===== src/hw/sysreg_pkg.sv =====
package sysreg_pkg;

  // System register numbers
  localparam logic [4:0] SR_INT_RETURN_PC      = 5'h00;
  localparam logic [4:0] SR_INT_SAVED_STATUS   = 5'h01;
  localparam logic [4:0] SR_NMI_RETURN_PC      = 5'h02;
  localparam logic [4:0] SR_NMI_SAVED_STATUS   = 5'h03;
  localparam logic [4:0] SR_INTERRUPT_CAUSE    = 5'h04;
  localparam logic [4:0] SR_PROGRAM_STATUS     = 5'h05;
  localparam logic [4:0] SR_TC_RETURN_PC       = 5'h10;
  localparam logic [4:0] SR_TC_SAVED_STATUS    = 5'h11;
  localparam logic [4:0] SR_DEBUG_RETURN_PC    = 5'h12;
  localparam logic [4:0] SR_DEBUG_SAVED_STATUS = 5'h13;
  localparam logic [4:0] SR_TABLE_CALL_BASE    = 5'h14;

  // Program counter layout
  localparam int          PC_BITS         = 26;
  localparam logic [31:0] PC_RESET        = 32'h0000_0000;
  localparam logic [31:0] PC_MASK         = 32'h03FF_FFFE;
  // Saved pc upper nibble zero at reset, rest left as zero here
  localparam logic [31:0] SAVED_PC_RESET  = 32'h0000_0000;
  localparam logic [31:0] STATUS_RESET    = 32'h0000_0020;
  localparam logic [31:0] SAVED_ST_RESET  = 32'h0000_0000;
  localparam logic [31:0] CAUSE_RESET     = 32'h0000_0000;
  localparam logic [31:0] TCB_RESET       = 32'h0000_0000;
  localparam logic [31:0] PC_STEP         = 32'h0000_0002;

  // Saving events
  typedef enum logic [2:0] {
    EV_NONE,
    EV_SW_EXCEPTION,
    EV_MASKABLE_INT,
    EV_NMI,
    EV_EXC_TRAP,
    EV_DEBUG_TRAP,
    EV_DEBUG_BREAK_STEP,
    EV_TABLE_CALL
  } save_event_t;

endpackage


===== src/hw/cpu_system_register_file.sv =====
`timescale 1ns/1ps
module cpu_system_register_file (
  input  wire logic        ref_clk,       // 40 MHz clock
  input  wire logic        reset_n,       // Async reset, active low
  input  wire logic        load_sr,       // Load-to-system-register instruction
  input  wire logic        read_sr,       // Read-system-register instruction
  input  wire logic [4:0]  sr_number,     // System register number
  input  wire logic [31:0] sr_wdata,      // Data to load
  input  wire logic [2:0]  save_event,    // Saving event kind
  input  wire logic [31:0] next_pc,       // Address of following instruction
  input  wire logic [31:0] cause_in,      // Interrupt cause value
  input  wire logic        cause_we,      // Cause update strobe
  input  wire logic        status_we,     // Pipeline status update strobe
  input  wire logic [31:0] status_in,     // Pipeline status value
  input  wire logic        pc_inc,        // Step pc by one halfword
  input  wire logic        pc_load,       // Branch or vector load
  input  wire logic [31:0] pc_target,     // Branch target
  input  wire logic        debug_return,  // Debug-return instruction
  output logic      [31:0] sr_rdata_r,    // Read data
  output logic             sr_rvalid_r,   // Read data valid pulse
  output logic             sr_rerror_r,   // Read not permitted pulse
  output logic      [31:0] pc_r,          // Program counter
  output logic      [31:0] status_r,      // Program status word
  output logic      [31:0] tc_base_r,     // Table-call base pointer
  output logic             debug_mode_r   // Inside debug trap handler
);

  ////////////////////////////////////////////////////////////////////////////
  // Reset release
  logic rst_meta_r;
  logic rst_n_r;

  // Only the second flop drives the internal reset
  always_ff @(posedge ref_clk or negedge reset_n) begin
    if (!reset_n) begin
      rst_meta_r <= 1'b0;
      rst_n_r    <= 1'b0;
    end else begin
      rst_meta_r <= 1'b1;
      rst_n_r    <= rst_meta_r;
    end
  end

  ////////////////////////////////////////////////////////////////////////////
  // Event decode
  sysreg_pkg::save_event_t ev;
  logic ev_int;
  logic ev_nmi;
  logic ev_dbg;
  logic ev_tc;
  logic ev_debug_trap_exception;

  always_comb begin
    ev        = sysreg_pkg::save_event_t'(save_event);
    ev_int    = 1'b0;
    ev_nmi    = 1'b0;
    ev_dbg    = 1'b0;
    ev_tc     = 1'b0;
    ev_debug_trap_exception = 1'b0;
    case (ev)
      sysreg_pkg::EV_SW_EXCEPTION,
      sysreg_pkg::EV_MASKABLE_INT: begin
        ev_int = 1'b1;
      end
      sysreg_pkg::EV_NMI: begin
        ev_nmi = 1'b1;
      end
      sysreg_pkg::EV_EXC_TRAP,
      sysreg_pkg::EV_DEBUG_BREAK_STEP: begin
        ev_dbg = 1'b1;
      end
      sysreg_pkg::EV_DEBUG_TRAP: begin
        ev_dbg    = 1'b1;
        ev_debug_trap_exception = 1'b1;
      end
      sysreg_pkg::EV_TABLE_CALL: begin
        ev_tc = 1'b1;
      end
      default: begin
        ev_int = 1'b0;
      end
    endcase
  end

  ////////////////////////////////////////////////////////////////////////////
  // Load decode
  logic ld_int_pc;
  logic ld_nmi_pc;
  logic ld_tc_pc;
  logic ld_dbg_pc;
  logic ld_int_st;
  logic ld_nmi_st;
  logic ld_tc_st;
  logic ld_dbg_st;
  logic ld_status;
  logic ld_tc_base;

  assign ld_int_pc = load_sr && (sr_number == sysreg_pkg::SR_INT_RETURN_PC);
  assign ld_nmi_pc = load_sr && (sr_number == sysreg_pkg::SR_NMI_RETURN_PC);
  assign ld_tc_pc  = load_sr && (sr_number == sysreg_pkg::SR_TC_RETURN_PC);
  assign ld_dbg_pc = load_sr && (sr_number == sysreg_pkg::SR_DEBUG_RETURN_PC);
  // Cause number has no load strobe at all
  assign ld_int_st  = load_sr && (sr_number == sysreg_pkg::SR_INT_SAVED_STATUS);
  assign ld_nmi_st  = load_sr && (sr_number == sysreg_pkg::SR_NMI_SAVED_STATUS);
  assign ld_tc_st   = load_sr && (sr_number == sysreg_pkg::SR_TC_SAVED_STATUS);
  assign ld_dbg_st  = load_sr && (sr_number == sysreg_pkg::SR_DEBUG_SAVED_STATUS);
  assign ld_status  = load_sr && (sr_number == sysreg_pkg::SR_PROGRAM_STATUS);
  assign ld_tc_base = load_sr && (sr_number == sysreg_pkg::SR_TABLE_CALL_BASE);

  ////////////////////////////////////////////////////////////////////////////
  // Return pc registers
  logic [31:0] int_return_pc;
  logic [31:0] nmi_return_pc;
  logic [31:0] table_call_return_pc;
  logic [31:0] debug_return_pc;

  pc_save_reg u_int_pc (
    .clk      (ref_clk),
    .rst_n    (rst_n_r),
    .save_en  (ev_int),
    .save_val (next_pc),
    .load_en  (ld_int_pc),
    .load_val (sr_wdata),
    .value_r  (int_return_pc)
  );

  pc_save_reg u_nmi_pc (
    .clk      (ref_clk),
    .rst_n    (rst_n_r),
    .save_en  (ev_nmi),
    .save_val (next_pc),
    .load_en  (ld_nmi_pc),
    .load_val (sr_wdata),
    .value_r  (nmi_return_pc)
  );

  pc_save_reg u_tc_pc (
    .clk      (ref_clk),
    .rst_n    (rst_n_r),
    .save_en  (ev_tc),
    .save_val (next_pc),
    .load_en  (ld_tc_pc),
    .load_val (sr_wdata),
    .value_r  (table_call_return_pc)
  );

  pc_save_reg u_dbg_pc (
    .clk      (ref_clk),
    .rst_n    (rst_n_r),
    .save_en  (ev_dbg),
    .save_val (next_pc),
    .load_en  (ld_dbg_pc),
    .load_val (sr_wdata),
    .value_r  (debug_return_pc)
  );

  ////////////////////////////////////////////////////////////////////////////
  // Saved status registers
  logic [31:0] int_saved_status_r;
  logic [31:0] nmi_saved_status_r;
  logic [31:0] table_call_saved_status_r;
  logic [31:0] debug_saved_status_r;

  // Event capture takes priority over a software load
  always_ff @(posedge ref_clk or negedge rst_n_r) begin
    if (!rst_n_r) begin
      int_saved_status_r <= sysreg_pkg::SAVED_ST_RESET;
    end else if (ev_int) begin
      int_saved_status_r <= status_r;
    end else if (ld_int_st) begin
      int_saved_status_r <= sr_wdata;
    end
  end

  always_ff @(posedge ref_clk or negedge rst_n_r) begin
    if (!rst_n_r) begin
      nmi_saved_status_r <= sysreg_pkg::SAVED_ST_RESET;
    end else if (ev_nmi) begin
      nmi_saved_status_r <= status_r;
    end else if (ld_nmi_st) begin
      nmi_saved_status_r <= sr_wdata;
    end
  end

  always_ff @(posedge ref_clk or negedge rst_n_r) begin
    if (!rst_n_r) begin
      table_call_saved_status_r <= sysreg_pkg::SAVED_ST_RESET;
    end else if (ev_tc) begin
      table_call_saved_status_r <= status_r;
    end else if (ld_tc_st) begin
      table_call_saved_status_r <= sr_wdata;
    end
  end

  always_ff @(posedge ref_clk or negedge rst_n_r) begin
    if (!rst_n_r) begin
      debug_saved_status_r <= sysreg_pkg::SAVED_ST_RESET;
    end else if (ev_dbg) begin
      debug_saved_status_r <= status_r;
    end else if (ld_dbg_st) begin
      debug_saved_status_r <= sr_wdata;
    end
  end

  ////////////////////////////////////////////////////////////////////////////
  // Status word, cause, table-call base
  logic [31:0] cause_r;

  always_ff @(posedge ref_clk or negedge rst_n_r) begin
    if (!rst_n_r) begin
      status_r <= sysreg_pkg::STATUS_RESET;
    end else if (ld_status) begin
      status_r <= sr_wdata;
    end else if (status_we) begin
      status_r <= status_in;
    end
  end

  // Cause is never loaded by instruction
  always_ff @(posedge ref_clk or negedge rst_n_r) begin
    if (!rst_n_r) begin
      cause_r <= sysreg_pkg::CAUSE_RESET;
    end else if (cause_we) begin
      cause_r <= cause_in;
    end
  end

  always_ff @(posedge ref_clk or negedge rst_n_r) begin
    if (!rst_n_r) begin
      tc_base_r <= sysreg_pkg::TCB_RESET;
    end else if (ld_tc_base) begin
      tc_base_r <= sr_wdata;
    end
  end

  ////////////////////////////////////////////////////////////////////////////
  // Debug trap window
  // A trap in the cycle of a return keeps the window open
  always_ff @(posedge ref_clk or negedge rst_n_r) begin
    if (!rst_n_r) begin
      debug_mode_r <= 1'b0;
    end else if (ev_debug_trap_exception) begin
      debug_mode_r <= 1'b1;
    end else if (debug_return) begin
      debug_mode_r <= 1'b0;
    end
  end

  ////////////////////////////////////////////////////////////////////////////
  // Program counter, not reachable by number
  logic [31:0] pc_sum;
  logic [31:0] pc_nxt;

  // Mask drops any carry out of bit 25
  assign pc_sum = pc_r + sysreg_pkg::PC_STEP;

  always_comb begin
    pc_nxt = pc_r;
    if (pc_load) begin
      pc_nxt = pc_target & sysreg_pkg::PC_MASK;
    end else if (pc_inc) begin
      pc_nxt = pc_sum & sysreg_pkg::PC_MASK;
    end
  end

  always_ff @(posedge ref_clk or negedge rst_n_r) begin
    if (!rst_n_r) begin
      pc_r <= sysreg_pkg::PC_RESET;
    end else begin
      pc_r <= pc_nxt & sysreg_pkg::PC_MASK;
    end
  end

  ////////////////////////////////////////////////////////////////////////////
  // Read path
  logic [31:0] rd_val;
  logic        rd_err;

  always_comb begin
    rd_val = 32'h0000_0000;
    rd_err = 1'b0;
    case (sr_number)
      sysreg_pkg::SR_INT_RETURN_PC:      rd_val = int_return_pc;
      sysreg_pkg::SR_INT_SAVED_STATUS:   rd_val = int_saved_status_r;
      sysreg_pkg::SR_NMI_RETURN_PC:      rd_val = nmi_return_pc;
      sysreg_pkg::SR_NMI_SAVED_STATUS:   rd_val = nmi_saved_status_r;
      sysreg_pkg::SR_INTERRUPT_CAUSE:    rd_val = cause_r;
      sysreg_pkg::SR_PROGRAM_STATUS:     rd_val = status_r;
      sysreg_pkg::SR_TC_RETURN_PC:       rd_val = table_call_return_pc;
      sysreg_pkg::SR_TC_SAVED_STATUS:    rd_val = table_call_saved_status_r;
      sysreg_pkg::SR_DEBUG_RETURN_PC: begin
        rd_val = debug_mode_r ? debug_return_pc : 32'h0000_0000;
        rd_err = !debug_mode_r;
      end
      sysreg_pkg::SR_DEBUG_SAVED_STATUS: begin
        rd_val = debug_mode_r ? debug_saved_status_r : 32'h0000_0000;
        rd_err = !debug_mode_r;
      end
      sysreg_pkg::SR_TABLE_CALL_BASE:    rd_val = tc_base_r;
      default: begin
        rd_val = 32'h0000_0000;
        rd_err = 1'b0;
      end
    endcase
  end

  always_ff @(posedge ref_clk or negedge rst_n_r) begin
    if (!rst_n_r) begin
      sr_rvalid_r <= 1'b0;
      sr_rerror_r <= 1'b0;
    end else begin
      sr_rvalid_r <= read_sr;
      sr_rerror_r <= read_sr && rd_err;
    end
  end

  // Read data holds until the next read
  always_ff @(posedge ref_clk or negedge rst_n_r) begin
    if (!rst_n_r) begin
      sr_rdata_r <= 32'h0000_0000;
    end else if (read_sr) begin
      sr_rdata_r <= rd_val;
    end
  end

endmodule


===== src/hw/pc_save_reg.sv =====
`timescale 1ns/1ps
module pc_save_reg (
  input  wire logic        clk,        // Clock
  input  wire logic        rst_n,      // Synchronised reset
  input  wire logic        save_en,    // Capture return address
  input  wire logic [31:0] save_val,   // Return address
  input  wire logic        load_en,    // Software load
  input  wire logic [31:0] load_val,   // Software value
  output logic      [31:0] value_r     // Stored value
);

  // Same layout as the pc: odd bit and high bits forced to zero
  always_ff @(posedge clk or negedge rst_n) begin
    if (!rst_n) begin
      value_r <= sysreg_pkg::SAVED_PC_RESET;
    end else if (save_en) begin
      value_r <= save_val & sysreg_pkg::PC_MASK;
    end else if (load_en) begin
      value_r <= load_val & sysreg_pkg::PC_MASK;
    end
  end

endmodule


===== config.mk =====
export PLATFORM = sky130hd
export DESIGN_NAME = cpu_system_register_file
export DESIGN_NICKNAME = d
export VERILOG_FILES = /design/src/hw/sysreg_pkg.sv /design/src/hw/cpu_system_register_file.sv /design/src/hw/pc_save_reg.sv
export SDC_FILE = /design/constraint.sdc
export NUM_CORES = 1
export LEC_CHECK = 0
export BUFFER_PORTS_ARGS = -buffer_cell sky130_fd_sc_hd__clkbuf_2
export CAP_MARGIN = 20
export CORE_UTILIZATION = 42
export CTS_CLUSTER_DIAMETER = 100
export DETAILED_ROUTE_END_ITERATION = 6
export SETUP_SLACK_MARGIN = 0.1
export SLEW_MARGIN = 20
export SYNTH_ARGS = -nofsm -noshare
export SYNTH_HDL_FRONTEND = slang
export SYNTH_HIERARCHICAL = 1
export SYNTH_SLANG_ARGS = --single-unit

===== constraint.sdc =====
create_clock -name ref_clk -period 13.45 [get_ports ref_clk]
set_clock_uncertainty 0.15 [all_clocks]
set_input_delay 1.345 -clock ref_clk [delete_from_list [all_inputs] [get_ports ref_clk]]
set_output_delay 1.345 -clock ref_clk [all_outputs]
set_load 0.1 [all_outputs]

Word level (Yosys, flattened, before mapping)
Index checks and enable logic that the tools add are counted.
{ "op_classes": {"n_addsub": 1, "n_eq_ne": 17, "n_mux": 31, "reduce_logical": 27} }
{ "ops": {"columns": ["operator", "n"], "rows": [
  ["32-bit two-way mux", 20],
  ["32-bit one-hot mux with 11 select lines", 1],
  ["26-bit two-way mux", 2],
  ["26-bit by 2-bit adder with 26-bit output (second input constant)", 1],
  ["5-bit == test (second input constant)", 5],
  ["2-bit nonzero test", 11],
  ["3-bit == test (second input constant)", 4],
  ["1-bit logical AND", 11],
  ["5-bit by 2-bit == test with 1-bit output (second input constant)", 2],
  ["5-bit by 3-bit == test with 1-bit output (second input constant)", 2],
  ["1-bit two-way mux", 8],
  ["3-bit by 2-bit == test with 1-bit output (second input constant)", 2],
  ["5-bit by 1-bit == test with 1-bit output (second input constant)", 1],
  ["5-bit logical NOT", 1],
  ["2-bit OR reduction", 2],
  ["3-bit by 1-bit == test with 1-bit output (second input constant)", 1],
  ["3-bit OR reduction", 1],
  ["1-bit logical NOT", 1]
]} }
{ "totals": {"register_bits": 414, "inputBits": 177, "output_inout_bits": 131, "elab_cells": 94} }

Depth between registers and ports, before layout
Gate-level depths: netlist (run 1).
{ "depth": {"depth_word": 4, "ltp_mapped": 9, "mapped_depth_nobuf": 6} }

Modules after synthesis
The synthesis (run 1) kept the hierarchy.
{ "by_module_without_submodules": {"columns": ["module", "n_inst", "cells_each", "area_each_um2", "seq_area_each_um2"], "rows": [
  ["cpu_system_register_file", 1, 1439, 14938.1, 7158.1],
  ["pc_save_reg", 4, 116, 1222.4, 625.6]
]} }

Worst setup path after synthesis (run 1)
No wires, ideal clock.
{ "synth_path": {"kind": "input-to-reg", "start": "in sr_number[4]", "end": "reg u_tc_pc.value_r[10]", "setup_time_ns": 0.132, "arrival_time_ns": 2.922, "t_required_ns": 13.168, "slack_ns": 10.246, "stages": 9, "path_buffers": 5, "path_cell_list": "clkbuf_2 or4b_1 clkbuf_1 buf_2 nor2_1 buf_6 buf_12 mux2i_1 o21ai_1"} }
{ "synth_between": {"elab_chain_len": 3} }
{ "synth_lines": {"columns": ["element", "line_no", "text"], "rows": [
  ["from (decl)", "cpu_system_register_file.sv:7", "input wire logic [4:0] sr_number,"],
  ["5-bit == test", "cpu_system_register_file.sv:100", "assign ld_tc_pc = load_sr && (sr_number == sysreg_pkg::SR_TC_RETURN_PC);"],
  ["1-bit logical AND", "cpu_system_register_file.sv:100", null],
  ["net ld_tc_pc", "cpu_system_register_file.sv:89", "logic ld_tc_pc;"],
  ["2-bit nonzero test (no line)", null, null],
  ["to (signal assigned)", "pc_save_reg.sv:15", "value_r <= sysreg_pkg::SAVED_PC_RESET;"],
  ["to (signal assigned)", "pc_save_reg.sv:17", "value_r <= save_val & sysreg_pkg::PC_MASK;"],
  ["to (signal assigned)", "pc_save_reg.sv:19", "value_r <= load_val & sysreg_pkg::PC_MASK;"],
  ["to (decl)", "pc_save_reg.sv:9", "output logic [31:0] value_r"]
]} }
The timed path passes the listed nets, and every way through them passes these cells.
A chain may end at the register's enable or synchronous reset.

Final worst setup path (run 1)
{ "layout_path": {"start": "in save_event[0]", "end": "reg nmi_saved_status_r[24]"} }
{ "layout_between": {"elab_chain_len": 3, "elab_cells_between_ends": 4, "cone_classes": "eq/ne: 1; mux: 2; reduce/logical: 1"} }
{ "layout_lines": {"columns": ["element", "line_no", "text"], "rows": [
  ["from (decl)", "cpu_system_register_file.sv:9", "input wire logic [2:0] save_event,"],
  ["3-bit by 2-bit == test with 1-bit output *", "cpu_system_register_file.sv:60", "case (ev)"],
  ["1-bit two-way mux *", "cpu_system_register_file.sv:60", null],
  ["net ev_nmi", "cpu_system_register_file.sv:48", "logic ev_nmi;"],
  ["32-bit two-way mux / 2-bit nonzero test (equally long branches)", null, null],
  ["to (signal assigned)", "cpu_system_register_file.sv:177", "nmi_saved_status_r <= sysreg_pkg::SAVED_ST_RESET;"],
  ["to (signal assigned)", "cpu_system_register_file.sv:179", "nmi_saved_status_r <= status_r;"],
  ["to (signal assigned)", "cpu_system_register_file.sv:181", "nmi_saved_status_r <= sr_wdata;"],
  ["to (decl)", "cpu_system_register_file.sv:160", "logic [31:0] nmi_saved_status_r;"]
]} }
Mark *: on every way through the listed nets, which the timed path passes. The rest lies on a longest branch.

==> results of run 1 <==
[cell usage after synthesis (20+ instances only)]
cell type	n	area, um2
dfrtp_1	385	9630
mux2i_1	310	3100
nand2_1	237	890
o21ai_0	150	751
nor2_1	98	368
a21oi_1	94	470
mux2_2	82	923
o21ai_1	80	400
clkbuf_1	62	233
buf_2	47	235
buf_4	44	330
a22oi_1	37	278
a221oi_1	33	289
a31oi_1	25	156
nor2b_1	20	125
o2bb2ai_1	20	175
[area by class of cell]
class / count / area [um2]
Inverter: 7 / 27.5
Tap cell: 607 / 759
Clock buffer: 69 / 1370
Fill cell: 4298 / 23600
Timing Repair Buffer: 317 / 1680
Antenna cell: 3 / 7.51
Sequential cell: 386 / 9660
Multi-Input combinational cell: 1360 / 9300
Clock inverter: 13 / 149
[metal layers]
| layer | vias up | part of all wire, % | wire length, um |
|---|---|---|---|
| met5 | - | 0.052 | 34 |
| met4 | 6 | 2.6 | 1680 |
| met1 | 7875 | 45 | 29200 |
| li1 | 7209 | - | - |
| met3 | 108 | 6.8 | 4420 |
| met2 | 556 | 46 | 29600 |
[kinds of logic (layout without fill, tap and decap cells)]
family                     Yosys count  in the layout  synth area share [%]
and+or+nand+nor                    415            415                  9.03
AOI/OAI and AO/OA                  490            490                  15.0
xor gates and xnor gates            25             25                  1.10
other                                6             39                 0.114
adders and majority gates            1              1                0.0631
DFF                                386            386                  48.7
muxes                              393            393                  20.4
buffers and inverters              187            406                  5.56
[through the flow]
step	std cells	hold WS, ps	util (%)	total power, mW
2_1_floorplan	1933	181	-	2.04
3_3_place_gp	2677	189	46.0	2.22
3_5_place_dp	2677	187	46.0	2.24
4_1_cts	2759	212	49.3	3.51
5_1_grt	2761	213	49.3	3.63
6_report	2762	211	49.3	3.49
[sequential cells by signal (all words and copies together), names as in the netlist]
signal and cells:
tc_base_r 32, int_saved_status_r 32, nmi_saved_status_r 32, debug_mode_r 1, rst_meta_r 1, sr_rerror_r 1
rst_n_r 1, u_dbg_pc/value_r 25, sr_rvalid_r 1, cause_r 32, table_call_saved_status_r 32, status_r 32
debug_saved_status_r 32, pc_r 25, u_nmi_pc/value_r 25, u_int_pc/value_r 25, u_tc_pc/value_r 25, sr_rdata_r 32
[how the worst min path moves through the flow]
stage          cells past startpoint                 start                end  slack, ps
6_report                           0  rst_meta_r$_DFF_PN0_  rst_n_r$_DFF_PN0_        210
5_1_grt                            0  rst_meta_r$_DFF_PN0_  rst_n_r$_DFF_PN0_        210
4_1_cts                            0  rst_meta_r$_DFF_PN0_  rst_n_r$_DFF_PN0_        210
3_5_place_dp                       0  rst_meta_r$_DFF_PN0_  rst_n_r$_DFF_PN0_        190
3_3_place_gp                       0  rst_meta_r$_DFF_PN0_  rst_n_r$_DFF_PN0_        190
2_1_floorplan                      0  rst_meta_r$_DFF_PN0_  rst_n_r$_DFF_PN0_        180
[layout by cell type (no fill, tap or decap), types with 14 or more instances in the layout]
cell type and instances:
mux2i_1 310, clkbuf_16 47, a22oi_1 37, a31oi_1 25
a221oi_1 33, xor2_1 15, dfrtp_1 384, clkbuf_2 285
nor2_1 93, conb_1 36, nor2b_1 19, o21ai_1 80
mux2_2 82, a22o_1 15, nand2_1 234, buf_4 30
nand3_1 14, o21ai_0 150, o2bb2ai_1 20, a21oi_1 94
[power by group through the flow]
| stage | logic [mW] | registers (mW) | clock network (mW) |
|---|---|---|---|
| global route | 0.806 | 1.49 | 1.34 |
| detailed placement | 0.756 | 1.48 | 0 |
| finish | 0.755 | 1.46 | 1.27 |
| global placement | 0.744 | 1.47 | 0 |
| CTS | 0.757 | 1.46 | 1.29 |
| floorplan | 0.290 | 1.75 | 0 |
==> results_dict.tcl, run 1 <==
set metrics [dict create \
    wl_per_cell_um 23.5 \
    syn_area_mm2 0.0198 \
    fp.dieArea_mm2 0.0481 \
    start_util_pct 42.6 \
    worst_path_max_delay_cell "a21oi_4" \
    cp_common_cell "buf_4" \
    dr.pass1.iters 5 \
    clockBufferDepth 3 \
    status "complete, no violations" \
    vdd_drop_max_mv 0.118 \
    crit_required_ps 13730 \
    switching_share_pct 34.3 \
    grt_max_degree 176 \
    die_x_um 219 \
    cp.arrival_ps 5300 \
    cts_buffers 45 \
    yosysWarnings 6 \
    use_met1_pct 38.1 \
    cp-endpoint "nmi_saved_status_r[24]$_DFFE_PN0P_" \
    h-tree-depth 2 \
    ys_async_sr_fraction_pct 100 \
    drv_cap 0 \
    min_period_ps 5020 \
    core_mm2 0.0466 \
    portBuffers 286 \
    dpl_cell_area_mm2 0.0214 \
    r2r-end "sr_rdata_r[13]$_DFFE_PN0P_" \
    reg2reg_slack_ps 11090 \
    cts_tree "built" \
    cts_resized 0 \
    hp-class "flop to flop" \
    r2r_start "debug_mode_r$_DFFE_PN0P_" \
    seqPwrFrac_pct 42.0 \
    tightest_slew_ps 1140 \
    cp_num_buf_inv 4 \
    grt_pass1_vias 15300 \
    num_vias 15800 \
    rows 79 \
    grt_antenna_before_repair 6 \
    grt_pass1_wl_mm 96.9 \
    clock.fmax_mhz 199 \
    internal_power_mw 2.29 \
    clkTransAtPathRegs_ps 60 \
    grt.busiest_layer "met2" \
    timing.slew.headroom_pct 23.8 \
    combPwrFrac_pct 21.7 \
    p_leak_nw 10.4 \
    start_kind "input port" \
    p_sw_mw 1.20 \
    gr-usage-all-layers_pct 27.1 \
    io_pins 308 \
    path_class "input port to flop" \
    cp_max_fo 51 \
    layout-drive-gt1-share_pct 23.1 \
    cpPeakStageDelay_ps 1140 \
    ys_seq_area_share_pct 48.7 \
    ctsHoldBuffers 0 \
    drtIter0Drc 1392 \
    final-setup-viol-count 0 \
    gp_congestion 0.815 \
    post_cts_buffers 0 \
    num-nets-final 2295 \
    reg2regPathDepth 4 \
    fin_area_mm2 0.0230 \
    setup_ws_ps 8430 \
    areaGrowthSynthToFinish_pct 15.8 \
    ant_nets 0 \
    syn_inst 1903 \
    cp-startpoint "save_event[0]" \
    vias_per_cell 5.70 \
    clock_latency_ps 590 \
    setup-tns-final_ps 0 \
    path_delay_family "buffers and inverters" \
    hpwl_mm 38.1 \
    rsz0062_at_grt "false" \
    avgSynthCellArea_um2 10.4 \
    cts.sinks 386 \
    synth-seq-cells 386 \
    final_max_slew_viol_count 0 \
    grt.overflow.total 0 \
    pwr-share-clk_pct 36.3 \
    hold_violations 0 \
    cp-end-kind "flop" \
    drc 0 \
    fin_crit_sh_pct 37.3 \
    ys_types 66 \
    wl_mm 65.0 \
    cp_num_cells 8 \
    synthFlopType "dfrtp_1" \
    synth_edf_count 0 \
    fp.dieH_um 219 \
    use_met2_pct 41.8 \
    path_cells "clkbuf_2 -> nand2_1 -> or2_2 -> buf_4 -> clkinv_2 -> a21oi_4 -> buf_4 -> o21ai_0" \
    gr-usage-met3_pct 5.61 \
    power_density_mw_per_mm2 152 \
    dp_slack_ps 8380 \
    clock_tree.root_cell "clkbuf_16" \
]
No activity file was read; power rests on OpenSTA's default activity.
==> run 2, diff against run 1 <==
ABC_AREA = 1   (was default)
clock period = 4.56 ns   (was 13.45 ns; I/O delays follow)
==> run 2 against run 1 <==
Net effect:
- utilization up 1.3 points
- count of clock-buffer cells in the layout down 3
- sequential share of layout area down 4.4 points
==> results_dict.tcl, run 2 <==
set metrics [dict create \
    fp.dieH_um 229 \
    dr.pass1.iters 6 \
    num_vias 22200 \
    reg2reg_slack_ps 2440 \
    final_util_pct 50.6 \
    drv_cap 0 \
    start_kind "input port" \
    start_util_pct 42.9 \
    h-tree-depth 2 \
    cp-startpoint "sr_number[4]" \
    io_pins 308 \
    multiInputGateArea_mm2 0.0101 \
    areaGrowthSynthToFinish_pct 18.1 \
    cp_num_buf_inv 4 \
    rsz0062_at_grt "false" \
    gp_congestion 0.844 \
    path_class "input port to flop" \
    crit_required_ps 4900 \
    cp_num_cells 8 \
    clock_tree.root_cell "clkbuf_16" \
    final_cell_mix "nand2_1, nand3_1, dfrtp_1" \
    synth_most_common_cell "nand2_1" \
    setup_ws_ps 1730 \
    cp-endpoint "nmi_saved_status_r[5]$_DFFE_PN0P_" \
    fin_crit_sh_pct 62.1 \
    core_mm2 0.0506 \
    cts_buffers 45 \
    r2r_start "debug_mode_r$_DFFE_PN0P_" \
    ys_types 36 \
    synth_edf_count 0 \
    clock_latency_ps 580 \
    synth.area.top_cells "dfrtp_1, nand2_1, nand3_1" \
    cp-end-kind "flop" \
    hpwl_mm 49.8 \
    min_period_ps 2830 \
    clockBufferDepth 3 \
    hp-class "input port to flop" \
    clock.fmax_mhz 353 \
    power_density_mw_per_mm2 414 \
    avgSynthCellArea_um2 7.56 \
    syn_inst 2870 \
    fillers 4987 \
    wl_per_cell_um 21.8 \
    gr-usage-all-layers_pct 31.3 \
    dpl_cell_area_mm2 0.0232 \
    fp.dieArea_mm2 0.0525 \
    synth-seq-cells 386 \
    vias_per_cell 5.81 \
    num-nets-final 3286 \
    layout_commonest_cell "nand2_1" \
    rows 82 \
    ant_nets 0 \
    wl_mm 83.3 \
    worst_path_max_delay_cell "buf_4" \
    seq_area_mm2 0.00967 \
    drc 0 \
    cp_max_fo 70 \
    ys_seq_area_share_pct 44.6 \
    grt_pass1_wl_mm 128 \
    timing.slew.headroom_pct 28.1 \
    hold_violations 0 \
    cp.arrival_ps 3170 \
    grt_pass1_vias 21500 \
    path_cells "buf_4 -> inv_4 -> buf_4 -> nand3_1 -> o21ai_4 -> buf_4 -> nor2_1 -> a31oi_1" \
    ys_async_sr_fraction_pct 100 \
    grt_antenna_before_repair 5 \
    synth_area_leader_cell "dfrtp_1" \
    synthFlopType "dfrtp_1" \
    tightest_slew_ps 1070 \
    netlist_top_cells_count "nand2_1, nand3_1, dfrtp_1" \
    layout-drive-gt1-share_pct 15.3 \
    ctsHoldBuffers 99 \
    grt.overflow.total 0 \
    fin_area_mm2 0.0256 \
    reg2regPathDepth 9 \
    cp_common_cell "buf_4" \
    final_max_slew_viol_count 0 \
    cts_resized 0 \
    cts_tree "built" \
    r2r-end "sr_rdata_r[11]$_DFFE_PN0P_" \
    setup-tns-final_ps 0 \
    portBuffers 286 \
    post_cts_buffers 0 \
    drtIter0Drc 2115 \
    status "complete, no violations" \
    yosysWarnings 6 \
    syn_area_mm2 0.0217 \
    final-setup-viol-count 0 \
    die_x_um 229 \
    cts.sinks 386 \
    clkTransAtPathRegs_ps 60 \
    cpPeakStageDelay_ps 620 \
    path_delay_family "buffers and inverters" \
    dp_slack_ps 1230 \
    synth_top_area_share_pct 44.4 \
    grt_max_degree 171 \
    vdd_drop_max_mv 0.238 \
    p_leak_nw 12.6 \
]
==> run 2: cell count changes in the layout (fill, tap and decap cells not counted), moves of 50 or more <==
cell,before,now
dlygate4sd3_1,0,99
nand2_1,234,762
o21ai_1,80,26
mux2_2,82,32
inv_1,5,165
o21ai_0,150,83
nand3_1,14,392
mux2i_1,310,0
nor2_1,93,215
nand4_1,13,288
==> run 2: worst register-to-register path, stage by stage, from the launching register on <==
cell and delay (ps):
dfrtp_2 640, buf_4 530, nand2_1 110, inv_1 80, nand4_1 80, nand3_1 130, nor2_1 50, nand2_1 130
nand2_1 70, nand2_1 90
==> run 2: layer usage <==
metal | GRT usage (%) | vias to the layer above | wire length [um]
met5 | 0 | - | 50
li1 | - | 10200 | -
met4 | 12.9 | 8 | 3170
met2 | 52.0 | 1033 | 39700
met1 | 40.7 | 10700 | 33700
met3 | 4.98 | 200 | 6640
==> run 2: worst min path at each step <==
| stage | slack [ps] | depth (start not counted) | endpoint | startpoint |
|---|---|---|---|---|
| 2_1_floorplan | 10 | 0 | rst_meta_r$_DFF_PN0_ | reset_n |
| 3_3_place_gp | 90 | 1 | rst_meta_r$_DFF_PN0_ | reset_n |
| 3_5_place_dp | 100 | 1 | rst_meta_r$_DFF_PN0_ | reset_n |
| 4_1_cts | 0.1 | 3 | u_nmi_pc/value_r[2]$_DFFE_PN0P_ | next_pc[2] |
| 5_1_grt | 30 | 3 | u_tc_pc/value_r[2]$_DFFE_PN0P_ | next_pc[2] |
| 6_report | 10 | 3 | status_r[20]$_DFFE_PN0P_ | status_in[20] |
==> run 2: layout make-up <==
type                    count  area share (%)
diodes                      1         0.00977
clock buffers              66            5.13
clock inverters            14           0.508
inverters                 177            2.60
multi-input cells        2064            39.6
flip-flops and latches    386            37.7
well taps                 672            3.28
repair buffers            434            11.1
==> run 2: where the power goes <==
part           total [mW]  switching (mW)  internal [mW]
Clock                3.62            1.51           2.10
Combinational        2.67            2.08          0.594
Sequential           4.33           0.392           3.93
==> run 2: kinds of logic (layout without fill, tap and decap cells) <==
family / after synthesis / after routing / synth area share (%)
AOI/OAI and AO/OA: 296 / 296 / 8.22
DFF: 386 / 386 / 44.6
buffers and inverters: 450 / 691 / 9.68
other: 6 / 37 / 0.104
and+or+nand+nor: 1691 / 1691 / 35.4
xor gates and xnor gates: 8 / 8 / 0.323
adders and majority gates: 1 / 1 / 0.0577
muxes: 32 / 32 / 1.66
==> run 2: through the flow <==
step / instances / total power [mW] / hold slack, ps
after global placement: 3634 / 6.91 / 94.2
after global routing: 3813 / 11.0 / 26.3
after detailed placement: 3634 / 6.96 / 95.4
final: 3814 / 10.6 / 10.7
after floorplan: 2900 / 6.26 / 10.4
after CTS: 3813 / 10.7 / 0.123
==> run 3, diff against run 2 <==
ABC_AREA = 0   (was 1)
clock period = 2.5 ns   (was 4.56 ns; I/O delays follow)
==> run 3 against run 2 <==
Net effect:
- register-to-register slack worse by 2000 ps
- total power is 80% higher
- first-iteration DRC count decreased by 38%
- die area decreased by 8.5%
- worst hold slack better by 47 ps
- sequential cell count stayed put
- critical path depth is the same
- sequential share of layout area increased by 0.22 points
- global-route usage shrank 3.1 points
- final area down 0.59%
- count of clock-buffer cells in the layout unchanged
- sequential power grew 82%
==> results_dict.tcl, run 3 (synthesis gave the netlist of run 1 again) <==
set metrics [dict create \
    ant_nets 0 \
    io_pins 308 \
    cp-startpoint "sr_number[2]" \
    crit_required_ps 2790 \
    fp.dieH_um 219 \
    cts.sinks 386 \
    setup-tns-final_ps 0 \
    path_class "input port to flop" \
    fillers 4095 \
    vias_per_cell 5.62 \
    h-tree-depth 2 \
    rsz0062_at_grt "false" \
    hpwl_mm 42.0 \
    final_max_slew_viol_count 0 \
    num-nets-final 2531 \
    reg2reg_slack_ps 470 \
    fin_crit_sh_pct 92.5 \
    grt_pass1_vias 16900 \
    p_leak_nw 11.6 \
    r2r-end "pc_r[25]$_DFFE_PN0P_" \
    clock_tree.root_cell "clkbuf_16" \
    cp-end-kind "flop" \
    cp_common_cell "buf_4" \
    grt_max_degree 115 \
    wl_mm 67.5 \
    clockBufferDepth 3 \
    power_density_mw_per_mm2 751 \
    cts_buffers 44 \
    layout_commonest_cell "dfrtp_1" \
    fp.dieArea_mm2 0.0481 \
    status "complete, no violations" \
    clkTransAtPathRegs_ps 70 \
    hold-path-endpoint "sr_rvalid_r$_DFF_PN0_" \
    timing.slew.headroom_pct 39.8 \
    clock.fmax_mhz 433 \
    areaGrowthSynthToFinish_pct 28.4 \
    reg2regPathDepth 6 \
    hp-class "input port to flop" \
    rows 79 \
    grt_pass1_wl_mm 102 \
    cp_num_buf_inv 4 \
    start_kind "input port" \
    gr-usage-all-layers_pct 28.2 \
    drtIter0Drc 1316 \
    cts_tree "built" \
    grt_antenna_before_repair 3 \
    worst_path_max_delay_cell "or4b_1" \
    cp.arrival_ps 2600 \
    holdCritStartpoint "read_sr" \
    dr.pass1.iters 6 \
    grt.overflow.total 0 \
    drc 0 \
    core_mm2 0.0466 \
    timing.hold.ws_ps 58.0 \
    fin_area_mm2 0.0255 \
    holdPathStages 2 \
    min_period_ps 2310 \
    num_vias 16800 \
    tightest_slew_ps 903 \
    dpl_cell_area_mm2 0.0221 \
    clock_latency_ps 580 \
    die_x_um 219 \
    power_mw 19.1 \
    drv_cap 0 \
    final-setup-viol-count 0 \
    r2r_start "pc_r[1]$_DFFE_PN0P_" \
    path_cells "clkbuf_2 -> or4b_1 -> buf_4 -> nor2_4 -> buf_4 -> mux2i_1 -> o21ai_1 -> dlygate4sd3_1" \
    hold_violations 0 \
    antenna_cells 0 \
    path_delay_family "buffers and inverters" \
    wl_per_cell_um 22.5 \
    portBuffers 286 \
    cp_max_fo 13 \
    start_util_pct 42.6 \
    gp_congestion 0.848 \
    vdd_drop_max_mv 0.586 \
    layout-drive-gt1-share_pct 23.2 \
    cpPeakStageDelay_ps 590 \
    final_cell_mix "dfrtp_1, mux2i_1, clkbuf_2" \
]
run 3: final cells by class:
cell class	instances	area (um2)	share of cell area, %
multi-input combinational	1360	9300	36.5
inverter	7	26.3	0.103
clock inverter	12	171	0.673
clock buffer	66	1340	5.24
tap	607	759	2.98
sequential	386	9660	38.0
timing repair buffer	554	4210	16.5
run 3: report_power, final:
part / switching (mW) / internal [mW]
Clock: 2.67 / 4.09
Sequential: 0.715 / 7.17
Combinational: 3.09 / 1.39
Total: 6.48 / 12.7
run 3: how the worst max path moves through the flow:
stage                                      endpoint  slack, ps  cells past startpoint
finish              u_tc_pc/value_r[17]$_DFFE_PN0P_        190                      8
global route        u_tc_pc/value_r[17]$_DFFE_PN0P_        140                      8
CTS                 u_tc_pc/value_r[22]$_DFFE_PN0P_        280                      8
detailed placement  u_tc_pc/value_r[21]$_DFFE_PN0P_        200                      7
global placement    u_tc_pc/value_r[24]$_DFFE_PN0P_        200                      7
floorplan                    cause_r[0]$_DFFE_PN0P_      -1450                      0
run 3: repair_timing:
action,in CTS,in global routing
gates resized for setup,0,0
endpoints found under the hold margin,324,0
hold buffers,181,0
buffers inserted,0,0
run 3: per-stage QoR:
step                      cells  util [%]  setup slack (ps)
final                      2992      54.7               188
after global routing       2992      54.7               138
after CTS                  2992      54.7               277
after detailed placement   2733      47.6               201
after global placement     2733      47.6               203
after floorplan            1933         -             -1450
run 3: metal layers:
metal,global-route usage (%),vias to the layer above,share of wire [%],wire length (um)
li1,-,7694,-,-
met1,39.2,8363,44,29700
met2,44.9,624,47,31600
met3,4.41,139,6.3,4220
met4,9.05,4,2.9,1950
met5,0,-,0.034,23
